**src/door_supervision_consts.vh**
```
`ifndef DOOR_SUPERVISION_CONSTS_VH
`define DOOR_SUPERVISION_CONSTS_VH
// clock and timebase
`define CLK_HZ            50000000
`define TICK_MS           100
`define TICK_CYCLES       (`CLK_HZ / 1000 * `TICK_MS)
`define TICKS_PER_SEC     10
// apb register byte offsets
`define REG_CTRL          12'h000
`define REG_LOCK_TIME     12'h004
`define REG_ALARM_TIME    12'h008
`define REG_PRE_PULSE     12'h00C
`define REG_LEFT_PULSE    12'h010
`define REG_FORCED_PULSE  12'h014
`define REG_CMD           12'h018
`define REG_STATUS        12'h01C
`define REG_IRQ_STATUS    12'h020
`define REG_IRQ_MASK      12'h024
// ctrl fields
`define CTRL_INVERT_DOOR  0
`define CTRL_SLAVE_ALL    1
`define CTRL_SLAVE_ASSIGN 2
`define CTRL_INTERLOCK    3
`define CTRL_EXIT_TIME_EN 4
// cmd fields (write strobes)
`define CMD_CRED_UNLOCK   0
`define CMD_MANUAL_UNLOCK 1
`define CMD_LOCK          2
`define CMD_SLAVE_RIGHTS  3
// irq / status event bits
`define EV_PRE            0
`define EV_LEFT           1
`define EV_FORCED         2
`define EV_OPEN           3
`define EV_CLOSE          4
// reset values and lock time ceiling
`define RST_LOCK_TIME     8'h05
`define RST_EXIT_TIME     8'h05
`define RST_PRE_DELAY     8'h1E
`define RST_LEFT_DELAY    8'h2D
`define RST_FORCED_DELAY  8'h00
`define MAX_LOCK_TIME     8'h80
`endif

```
**src/door_supervision_timers.v**
```verilog
// Notes on behaviour
// RULE_01: door open pre-alarm delay raises pre-alarm
// RULE_02: left-open time raises alarm, trouble, output
// RULE_03: left-open timer starts at door opening
// RULE_04: defaults 30 s pre-alarm, 45 s left-open
// RULE_05: schedule edges latch unlock and lock
// RULE_06: slave door follows primary if user allowed
// RULE_07: slave follows credentials, or all when set
// RULE_08: interlock group must be closed and locked
// RULE_09: lock output held for activation time
// RULE_10: zero time toggles latch, disables exit/entry
// RULE_11: lock activation time capped at 128 s
// RULE_12: alarm outputs pulse on/off in 100 ms
// RULE_13: zero on or off count means steady on
// RULE_14: pulse counts up to 255 units
// RULE_15: open without access raises forced alarm
// RULE_16: forced delay holds off forced state
// RULE_17: door position sense with invert option
// RULE_18: exit request unlocks for lock time; exit_time used instead when CTRL_EXIT_TIME_EN is set
// RULE_19: one common tick, timers idle at reset
//
// Added by the designer: the placing of the registers and the APB slave port.
`timescale 1ns/1ns
`include "door_supervision_consts.vh"
module door_supervision_timers #(
  parameter TICK_CYCLES = `TICK_CYCLES
) (
  input  wire        core_clk,
  input  wire        rst_n,
  input  wire        psel,
  input  wire        penable,
  input  wire        pwrite,
  input  wire [11:0] paddr,
  input  wire [31:0] pwdata,
  output reg  [31:0] prdata,
  output wire        pready,
  output wire        pslverr,
  input  wire        door_contact,
  input  wire        exit_request,
  input  wire        entry_request,
  input  wire        schedule_valid,
  input  wire        interlock_clear,
  output reg         lock_out,
  output reg         slave_lock_out,
  output reg         pre_alarm_out,
  output reg         left_open_out,
  output reg         forced_open_out,
  output reg         left_open_trouble,
  output reg         forced_trouble,
  output reg         irq
);

////////////////////////////////////////////////////////////////////////////////
// reset release and input synchronisers
reg [1:0] rst_sync;
wire      rst_core_n = rst_sync[1];
always @(posedge core_clk or negedge rst_n)
begin
  if (!rst_n) rst_sync <= 2'b00;
  else        rst_sync <= {rst_sync[0], 1'b1};
end

reg [4:0] in_meta;
reg [4:0] in_sync;
reg [4:0] in_prev;
always @(posedge core_clk or negedge rst_core_n)
begin
  if (!rst_core_n)
  begin
    in_meta <= 5'b0_0000;
    in_sync <= 5'b0_0000;
    in_prev <= 5'b0_0000;
  end
  else
  begin
    in_meta <= {interlock_clear, schedule_valid, entry_request, exit_request, door_contact};
    in_sync <= in_meta;
    in_prev <= in_sync;
  end
end

////////////////////////////////////////////////////////////////////////////////
// registers
reg  [4:0]  ctrl;
reg  [7:0]  lock_time;
reg  [7:0]  exit_time;
reg  [7:0]  pre_delay;
reg  [7:0]  left_delay;
reg  [7:0]  forced_delay;
reg  [15:0] pre_pulse;
reg  [15:0] left_pulse;
reg  [15:0] forced_pulse;
reg  [4:0]  irq_status;
reg  [4:0]  irq_mask;
reg  [3:0]  cmd_pulse;
wire        wr = psel & penable & pwrite;
wire        rd = psel & penable & ~pwrite;
wire        door_open = in_sync[0] ^ ctrl[`CTRL_INVERT_DOOR]; // RULE_17
reg         latched;
reg  [4:0]  events;

assign pready  = 1'b1;
assign pslverr = 1'b0;

// clamp a lock time to the documented ceiling
function [7:0] clamp_lock;
  input [7:0] v;
  begin
    clamp_lock = (v > `MAX_LOCK_TIME) ? `MAX_LOCK_TIME : v; // RULE_11
  end
endfunction

// register writes and sticky event flags
always @(posedge core_clk or negedge rst_core_n)
begin
  if (!rst_core_n)
  begin
    ctrl         <= 5'b0_0000;
    lock_time    <= `RST_LOCK_TIME;
    exit_time    <= `RST_EXIT_TIME;
    pre_delay    <= `RST_PRE_DELAY; // RULE_04
    left_delay   <= `RST_LEFT_DELAY; // RULE_04
    forced_delay <= `RST_FORCED_DELAY;
    pre_pulse    <= 16'h0000;
    left_pulse   <= 16'h0000;
    forced_pulse <= 16'h0000;
    irq_mask     <= 5'b0_0000;
    irq_status   <= 5'b0_0000;
    cmd_pulse    <= 4'h0;
  end
  else
  begin
    cmd_pulse <= 4'h0;
    if (wr)
    begin
      case (paddr)
        `REG_CTRL:         ctrl <= pwdata[4:0];
        `REG_LOCK_TIME:
        begin
          lock_time <= clamp_lock(pwdata[7:0]);
          exit_time <= clamp_lock(pwdata[15:8]);
        end
        `REG_ALARM_TIME:
        begin
          pre_delay    <= pwdata[7:0];
          left_delay   <= pwdata[15:8];
          forced_delay <= pwdata[23:16];
        end
        `REG_PRE_PULSE:    pre_pulse <= pwdata[15:0];
        `REG_LEFT_PULSE:   left_pulse <= pwdata[15:0];
        `REG_FORCED_PULSE: forced_pulse <= pwdata[15:0];
        `REG_CMD:          cmd_pulse <= pwdata[3:0];
        `REG_IRQ_MASK:     irq_mask <= pwdata[4:0];
        default:           cmd_pulse <= 4'h0;
      endcase
    end
    // set wins over read clear
    if (rd && paddr == `REG_IRQ_STATUS) irq_status <= events;
    else                                irq_status <= irq_status | events;
    irq <= |((irq_status | events) & irq_mask);
  end
end

// read mux
always @*
begin
  prdata = 32'h0000_0000;
  case (paddr)
    `REG_CTRL:         prdata = {27'h000_0000, ctrl};
    `REG_LOCK_TIME:    prdata = {16'h0000, exit_time, lock_time};
    `REG_ALARM_TIME:   prdata = {8'h00, forced_delay, left_delay, pre_delay};
    `REG_PRE_PULSE:    prdata = {16'h0000, pre_pulse};
    `REG_LEFT_PULSE:   prdata = {16'h0000, left_pulse};
    `REG_FORCED_PULSE: prdata = {16'h0000, forced_pulse};
    `REG_STATUS:       prdata = {24'h00_0000, slave_lock_out, latched, lock_out,
                                 forced_open_out, left_open_out, pre_alarm_out,
                                 1'b0, door_open};
    `REG_IRQ_STATUS:   prdata = {27'h000_0000, irq_status};
    `REG_IRQ_MASK:     prdata = {27'h000_0000, irq_mask};
    default:           prdata = 32'h0000_0000;
  endcase
end

////////////////////////////////////////////////////////////////////////////////
// common timebase: 100 ms tick and 1 s tick
reg [31:0] tick_cnt;
reg [3:0]  sec_cnt;
reg        tick;
reg        sec_tick;
always @(posedge core_clk or negedge rst_core_n)
begin
  if (!rst_core_n)
  begin
    tick_cnt <= 32'h0000_0000;
    sec_cnt  <= 4'h0;
    tick     <= 1'b0;
    sec_tick <= 1'b0;
  end
  else
  begin
    tick     <= 1'b0;
    sec_tick <= 1'b0;
    if (tick_cnt == TICK_CYCLES - 1) // RULE_19
    begin
      tick_cnt <= 32'h0000_0000;
      tick     <= 1'b1;
      if (sec_cnt == `TICKS_PER_SEC - 1)
      begin
        sec_cnt  <= 4'h0;
        sec_tick <= 1'b1;
      end
      else
        sec_cnt <= sec_cnt + 4'h1;
    end
    else
      tick_cnt <= tick_cnt + 32'h0000_0001;
  end
end

////////////////////////////////////////////////////////////////////////////////
// lock control
wire door_opened = door_open & ~(in_prev[0] ^ ctrl[`CTRL_INVERT_DOOR]);
wire exit_rise   = in_sync[1] & ~in_prev[1];
wire entry_rise  = in_sync[2] & ~in_prev[2];
wire sched_rise  = in_sync[3] & ~in_prev[3];
wire sched_fall  = ~in_sync[3] & in_prev[3];
wire ilock_ok    = ~ctrl[`CTRL_INTERLOCK] | in_sync[4];             // RULE_08
wire zero_time   = (lock_time == 8'h00);
wire cred_req    = cmd_pulse[`CMD_CRED_UNLOCK] & ilock_ok;
wire man_req     = cmd_pulse[`CMD_MANUAL_UNLOCK] & ilock_ok;
wire req_req     = (exit_rise | entry_rise) & ~zero_time & ilock_ok; // RULE_10
wire user_req    = cred_req | man_req;
wire any_unlock  = user_req | req_req;
// exit and entry requests carry no user, so they need no rights strobe
wire slave_user  = cmd_pulse[`CMD_SLAVE_RIGHTS] &
                   (cred_req | (ctrl[`CTRL_SLAVE_ALL] & man_req));            // RULE_06
wire slave_go    = ctrl[`CTRL_SLAVE_ASSIGN] &
                   (slave_user | (ctrl[`CTRL_SLAVE_ALL] & req_req));         // RULE_07
reg  [7:0] lock_sec;
reg  [7:0] slave_sec;
reg        granted;

// timed and latched unlock of the primary door, timed unlock of the slave door
always @(posedge core_clk or negedge rst_core_n)
begin
  if (!rst_core_n)
  begin
    lock_sec       <= 8'h00;
    slave_sec      <= 8'h00;
    latched        <= 1'b0;
    lock_out       <= 1'b0;
    slave_lock_out <= 1'b0;
    granted        <= 1'b0;
  end
  else
  begin
    if (sched_rise && ilock_ok) latched <= 1'b1;                     // RULE_05
    else if (sched_fall || cmd_pulse[`CMD_LOCK]) latched <= 1'b0;    // RULE_05
    else if (user_req && zero_time) latched <= ~latched;             // RULE_10
    if (any_unlock && !zero_time)
      lock_sec <= (exit_rise && ctrl[`CTRL_EXIT_TIME_EN]) ? exit_time : lock_time; // RULE_18
    else if (sec_tick && lock_sec != 8'h00)
      lock_sec <= lock_sec - 8'h01;                                  // RULE_09
    if (slave_go)
      slave_sec <= zero_time ? {7'h00, ~latched} : lock_time;        // RULE_06
    else if (sec_tick && slave_sec != 8'h00)
      slave_sec <= slave_sec - 8'h01;
    lock_out       <= latched | (lock_sec != 8'h00);
    slave_lock_out <= slave_sec != 8'h00;
    // access granted while unlocked, withdrawn once door shuts
    if (latched || lock_sec != 8'h00 || any_unlock) granted <= 1'b1;
    else if (!door_open) granted <= 1'b0;
  end
end

////////////////////////////////////////////////////////////////////////////////
// door open timers and alarm states
reg [8:0] open_sec;
reg       pre_on;
reg       left_on;
reg       forced_pend;
reg       forced_on;
always @(posedge core_clk or negedge rst_core_n)
begin
  if (!rst_core_n)
  begin
    open_sec    <= 9'h000;
    pre_on      <= 1'b0;
    left_on     <= 1'b0;
    forced_pend <= 1'b0;
    forced_on   <= 1'b0;
    events      <= 5'b0_0000;
  end
  else
  begin
    events <= 5'b0_0000;
    events[`EV_OPEN]  <= door_opened;
    events[`EV_CLOSE] <= ~door_open & (in_prev[0] ^ ctrl[`CTRL_INVERT_DOOR]);
    if (!door_open)
    begin
      open_sec    <= 9'h000;
      pre_on      <= 1'b0;
      left_on     <= 1'b0;
      forced_pend <= 1'b0;
      forced_on   <= 1'b0;
    end
    else
    begin
      // one counter from door opening drives all three alarms
      // strictly past the delay, so a part second never fires early
      if (sec_tick && open_sec != 9'h1FF) open_sec <= open_sec + 9'h001; // RULE_03
      if (!pre_on && open_sec > {1'b0, pre_delay} && pre_delay != 8'h00)
      begin
        pre_on         <= 1'b1;                                        // RULE_01
        events[`EV_PRE] <= 1'b1;                                       // RULE_01
      end
      if (!left_on && open_sec > {1'b0, left_delay} && left_delay != 8'h00)
      begin
        left_on          <= 1'b1;                                      // RULE_02
        events[`EV_LEFT] <= 1'b1;                                      // RULE_02
      end
      // forced delay timed from the opening, never shorter than set
      if (door_opened && !granted)
        forced_pend <= 1'b1;                                           // RULE_15
      else if (forced_pend && !forced_on &&
               (forced_delay == 8'h00 || open_sec > {1'b0, forced_delay})) // RULE_16
      begin
        forced_on          <= 1'b1;                                    // RULE_15
        events[`EV_FORCED] <= 1'b1;
      end
    end
  end
end

////////////////////////////////////////////////////////////////////////////////
// alarm output pulsing in 100 ms units
reg [8:0] pre_ph;
reg [8:0] left_ph;
reg [8:0] forced_ph;

// next phase count: cycles on then off, wraps at on+off
function [8:0] next_phase;
  input       act;
  input [15:0] cfg;
  input [8:0] ph;
  begin
    if (!act)
      next_phase = 9'h000;
    else if (ph + 9'h001 >= {1'b0, cfg[7:0]} + {1'b0, cfg[15:8]})
      next_phase = 9'h000;                                             // RULE_12
    else
      next_phase = ph + 9'h001;                                        // RULE_14
  end
endfunction

// level for phase: steady on when either count is zero
function pulse_level;
  input       act;
  input [15:0] cfg;
  input [8:0] ph;
  begin
    pulse_level = act & ((cfg[7:0] == 8'h00) | (cfg[15:8] == 8'h00) | // RULE_13
                         (ph < {1'b0, cfg[7:0]}));                     // RULE_12
  end
endfunction

always @(posedge core_clk or negedge rst_core_n)
begin
  if (!rst_core_n)
  begin
    pre_ph            <= 9'h000;
    left_ph           <= 9'h000;
    forced_ph         <= 9'h000;
    pre_alarm_out     <= 1'b0;
    left_open_out     <= 1'b0;
    forced_open_out   <= 1'b0;
    left_open_trouble <= 1'b0;
    forced_trouble    <= 1'b0;
  end
  else
  begin
    if (tick || !pre_on)    pre_ph <= next_phase(pre_on, pre_pulse, pre_ph);
    if (tick || !left_on)   left_ph <= next_phase(left_on, left_pulse, left_ph);
    if (tick || !forced_on) forced_ph <= next_phase(forced_on, forced_pulse, forced_ph);
    pre_alarm_out     <= pulse_level(pre_on, pre_pulse, pre_ph);       // RULE_01
    left_open_out     <= pulse_level(left_on, left_pulse, left_ph);    // RULE_02
    forced_open_out   <= pulse_level(forced_on, forced_pulse, forced_ph); // RULE_15
    left_open_trouble <= left_on;                                      // RULE_02
    forced_trouble    <= forced_on;                                    // RULE_15
  end
end

endmodule // door_supervision_timers

```
**config.mk**
```make
export PLATFORM = sky130hd
export DESIGN_NAME = door_supervision_timers
export DESIGN_NICKNAME = d
export VERILOG_FILES = /design/src/door_supervision_timers.v
export VERILOG_INCLUDE_DIRS = /design/src /design/src/src
export SDC_FILE = /design/constraint.sdc
export NUM_CORES = 1
export LEC_CHECK = 0
export BUFFER_PORTS_ARGS = -buffer_cell sky130_fd_sc_hd__buf_2
export CORE_ASPECT_RATIO = 0.8
export CORE_MARGIN = 2
export CORE_UTILIZATION = 55
export DETAILED_ROUTE_END_ITERATION = 6
export PLACE_DENSITY = 0.74
export SLEW_MARGIN = 0
export SYNTH_ARGS = -nofsm -noshare
export SYNTH_HDL_FRONTEND = slang
export SYNTH_SLANG_ARGS = --single-unit
export TNS_END_PERCENT = 5
```
**constraint.sdc**
```tcl
create_clock -name core_clk -period 13.24 [get_ports core_clk]
set_clock_uncertainty 0.05 [all_clocks]
set_input_delay 1.986 -clock core_clk [delete_from_list [all_inputs] [get_ports core_clk]]
set_output_delay 1.986 -clock core_clk [all_outputs]
set_load 0.05 [all_outputs]
```
Yosys cells after proc, flatten, opt, wreduce, memory -nomap -nowiden:

Cells that the tools add are included.

* output and inout port bits: 42
* logic and storage cells: 225
* input port bits: 54
* register bits after elaboration: 232

* reduce and logical (&&, ||, !) cells: 52
* bitwise gates (word level): 47
* $add $sub $neg: 11
* magnitude comparators: 11
* multiplexer cells: 44
* equality and inequality tests: 19

Operator list (count)
* $pmux W24 S9: 1
* $mux W9: 8
* $logic_not A8 Y1: 8
* $mux W8: 8
* $eq A12 B5 Y1 const B: 4
* $add A9 B1 Y9 const B: 4
* $add A32 B1 Y32 const B: 1
* $eq A32 B23 Y1 const B: 1
* $mux W32: 1
* $reduce_bool A8 Y1: 4
* $add A8 B8 Y9: 3
* $ge A9 B9 Y1: 3
* $gt A9 B8 Y1: 3
* $lt A9 B8 Y1: 3
* $eq A12 B4 Y1 const B: 2
* $eq A12 B6 Y1 const B: 2
* $mux W1: 21
* $and A1 B1 Y1: 20
* $gt A8 B8 Y1 const B: 2
* $reduce_and A2 Y1: 8
* $sub A8 B1 Y8 const B: 2
* $logic_and A1 B1 Y1: 15
* $or A1 B1 Y1: 13
* $eq A12 B3 Y1 const B: 1
* 18 further kinds: 46

Depth between registers and ports, before layout:

* depth in word-level cells: 9
* depth in mapped cells: 15

Worst setup path before layout:

OpenSTA, ideal clock, no wires.

* kind: input to output
* start point: input paddr[11]
* end point: output prdata[17]
* stages on the path: 4
* data arrival time: 4254 ps
* path buffers: 1
* path slack: 6950 ps
* cell sequence: nor4_4 -> nand2_4 -> clkbuf_1 -> nor4_1

* cells in the longest elaborated chain, start to end: 2

Ends and longest elaborated chain
* from (decl): line door_supervision_timers.v:33 `input wire [11:0] paddr,`
* $eq A12 B6 Y1 (tied with other cells): line door_supervision_timers.v:168 `case (paddr)`
* $pmux W24 S9 *: line door_supervision_timers.v:168
* to (decl): line door_supervision_timers.v:35 `output reg [31:0] prdata,`

Every way passes the cells marked *; elsewhere a longest branch is shown, timed or not.

Worst setup path in the final report:

* start point: input paddr[11]
* end point: output prdata[4]

The elaborated chain is that of the path after synthesis.

==> results.yml <==
synthesis:
  ys_seq_elements: 232
  synth_top_cells_by_area: "dfrtp_1 (40%), ha_1 (9.8%), mux2_2 (3.9%)"
  ys.flop_type: "dfrtp_1"
  synth_top_area_share: 0.403
  synth_area_per_cell_um2: 10.0
  async_flop_share: 0.996
  synth_largest_area_cell: "dfrtp_1"
  syn-cell-area_mm2: 0.0136
  yosysWarnings: 0
  yosys-top-cells-count: "dfrtp_1 (219), nand2_1 (138), ha_1 (106)"
  synthDistinctLibCells: 76
  seq_area_frac_synth: 0.429
  synth_cells: 1359
  synth_edf_count: 1
  post-synth-top-count-cell: "dfrtp_1"
sta:
  rsz0062_at_grt: "false"
  timing.final.crit_share: 0.520
  whs_ns: 0.298
  timing.fmax_mhz: 145
  hold_viol_final: 0
  finalSetupViolations: 0
  min_period_ns: 6.88
  slew_headroom: 0.146
  finalSetupTns_ns: 0
  worstMarginPinSlew_ns: 1.27
  report.final.slew_viol_count: 0
clock_tree:
  cts_buffer_depth: 3
  htreeDepth: 1
  cts_tree: "done"
  cts_setup_buffers: 0
  clock-root-buffer: "clkbuf_16"
  hold_buffers: 0
  clk_pin_slew_ns: 0.06
  cts_resized: 0
  cts_sinks: 232
  clk_latency_ns: 0.52
  cts_buffers: 25
drt:
  ant_nets: 0
  drtIter0Drc: 1178
  wl_per_cell_um: 20.2
  vias_per_cell: 6.15
  drc_errors: 1
  vias: 10900
  detail_route.first_pass.iterations: 7
  wl_um: 35800
grt:
  groute.layer.met3.usage: 0.0441
  met1_usage: 0.403
  antenna_found_initial: 3
  overflow: 0
  grt_pass1_wl_um: 56500
  busiest_layer: "met2"
  grt_use_met2: 0.414
  grt_max_degree: 182
  grt_usage: 0.275
  grt_pass1_vias: 10100
setup_path:
  cp_cell_sequence: "buf_2 > nor4_4 > nand3_1 > nor2_1 > a221oi_1 > nand3_1 > buf_2"
  cp_max_fo: 16
  required_ns: 11.20
  crit_type: "in2out"
  crit_path_max_incr_delay_ns: 1.00
  crit_family: "simple AND/OR/NAND/NOR gates"
  cp_slowest_cell: "nor2_1"
  cp_num_buf_inv: 2
  path_depth: 7
  worst-r2r-cell-count: 15
  reg2reg_slack_ns: 9.03
  critPathCaptureType: "output port"
  start_kind: "input port"
  critPathArrivalTime_ns: 4.84
floorplan:
  start_util: 0.559
  dieWidth_um: 180
  rows: 51
  core_area_mm2: 0.0243
  die_area_mm2: 0.0260
  die_h_um: 145
  io_pins: 96
power:
  power_density_mw_per_mm2: 100
  power_leakage_nw: 7.50
  peakVddDrop_v: 0.0000816
min_path:
  hold_class: "reg2reg"
  holdPathStages: 0
layout:
  nets: 1595
  post-route-util: 0.621
  syn2layout_area_growth_pct: 11.1
  drive_above_1_share: 0.148
  fillers: 1984
placed_design:
  portBuffers: 77
  dp_hpwl_um: 26100
  place.gp.congestion: 0.927
outcome:
  violations: "DRC"
  status: "finished, violations left"
run:
  drv_cap: 0
worst reg2reg max path: cells and delay by family (launching register included):
kind,cells,cell delay [ns]
AO/OA/AOI/OAI,9,2.20
buffers and inverters,2,0.37
AND/OR/NAND/NOR,1,0.12
flip-flops,1,0.50
adder cells (fa/ha/maj),3,0.90
where the power goes:
group          leakage (nW)  internal (W)   total, W  switching (W)
logic                  4.21     0.0000153  0.0000574      0.0000420
clock network         0.416      0.000437   0.000730       0.000293
registers              2.87      0.000715   0.000723     0.00000781
state kept, by name, indices dropped and copies added (netlist names), 9 cells and up:
name / flops
left_ph: 9
tick_cnt: 32
open_sec: 9
forced_pulse: 16
left_pulse: 16
pre_pulse: 16
pre_ph: 9
forced_ph: 9
metal layers:
metal | vias up | part of all wire | routed length (um)
met5 | - | 0 | 0
met3 | 91 | 0.075 | 2690
met2 | 429 | 0.43 | 15400
met4 | 0 | 0.035 | 1260
met1 | 5321 | 0.46 | 16400
li1 | 5046 | - | -
final timing paths:
kind | from | endpoint
min in group asynchronous | rst_sync[1] | left_open_trouble
worst min-delay path | in_meta[2] | in_sync[2]
worst max register to register | forced_pulse[0] | forced_ph[5]
max in group asynchronous | rst_sync[1] | lock_sec[7]
worst max-delay path | paddr[11] | prdata[4]
worst min register to register | in_meta[2] | in_sync[2]
area by class of cell:
type / instances / area (um^2) / area share
tap: 318 / 398 / 0.0264
sequential: 232 / 5830 / 0.386
inverter: 76 / 285 / 0.0189
multi-input combinational: 1011 / 7260 / 0.481
antenna: 3 / 7.51 / 0.000497
clock buffer: 31 / 668 / 0.0443
clock inverter: 14 / 183 / 0.0121
timing repair buffer: 86 / 463 / 0.0307
cell usage in the layout (no fill, tap or decap), types with 7 or more instances in the layout:
master	netlist	final
nor3_1	13	13
nand2_1	138	138
a22oi_1	27	27
dfstp_2	12	12
inv_1	76	76
dfrtp_1	219	218
nor4_1	37	37
a21o_1	15	15
mux2i_1	23	23
clkbuf_16	0	25
o21ai_0	101	101
xor2_1	43	43
conb_1	2	11
o31ai_1	8	8
o21a_1	14	14
nor2_1	71	71
mux2_2	47	47
and3_1	22	22
a222oi_1	11	11
nand2b_1	31	31
buf_4	13	7
nand3_1	50	50
nand4_1	21	21
xnor2_1	43	43
buf_2	11	77
a21oi_1	20	20
ha_1	106	106
nor2b_1	20	20
and2_1	11	11
a22o_1	11	11
a211oi_1	12	12
through the flow:
stage	instances	total power [W]	worst slack [ns]	cell area, um^2
floorplan	1368	0.000769	6.27	13600
global route	1769	0.00156	6.14	15100
finish	1771	0.00151	6.36	15100
global placement	1722	0.000792	6.53	14200
CTS	1767	0.00152	6.51	15100
detailed placement	1722	0.000793	6.51	14200
logic make-up after synthesis:
family / share of synthesized area
AND/OR/NAND/NOR: 0.182
multiplexers: 0.0581
adder cells (fa/ha/maj): 0.102
buffers and inverters: 0.0397
flip-flops: 0.429
AO/OA/AOI/OAI: 0.133
XOR/XNOR: 0.0554
other: 0.000552
Note: power is estimated with default switching activity, not from simulation.
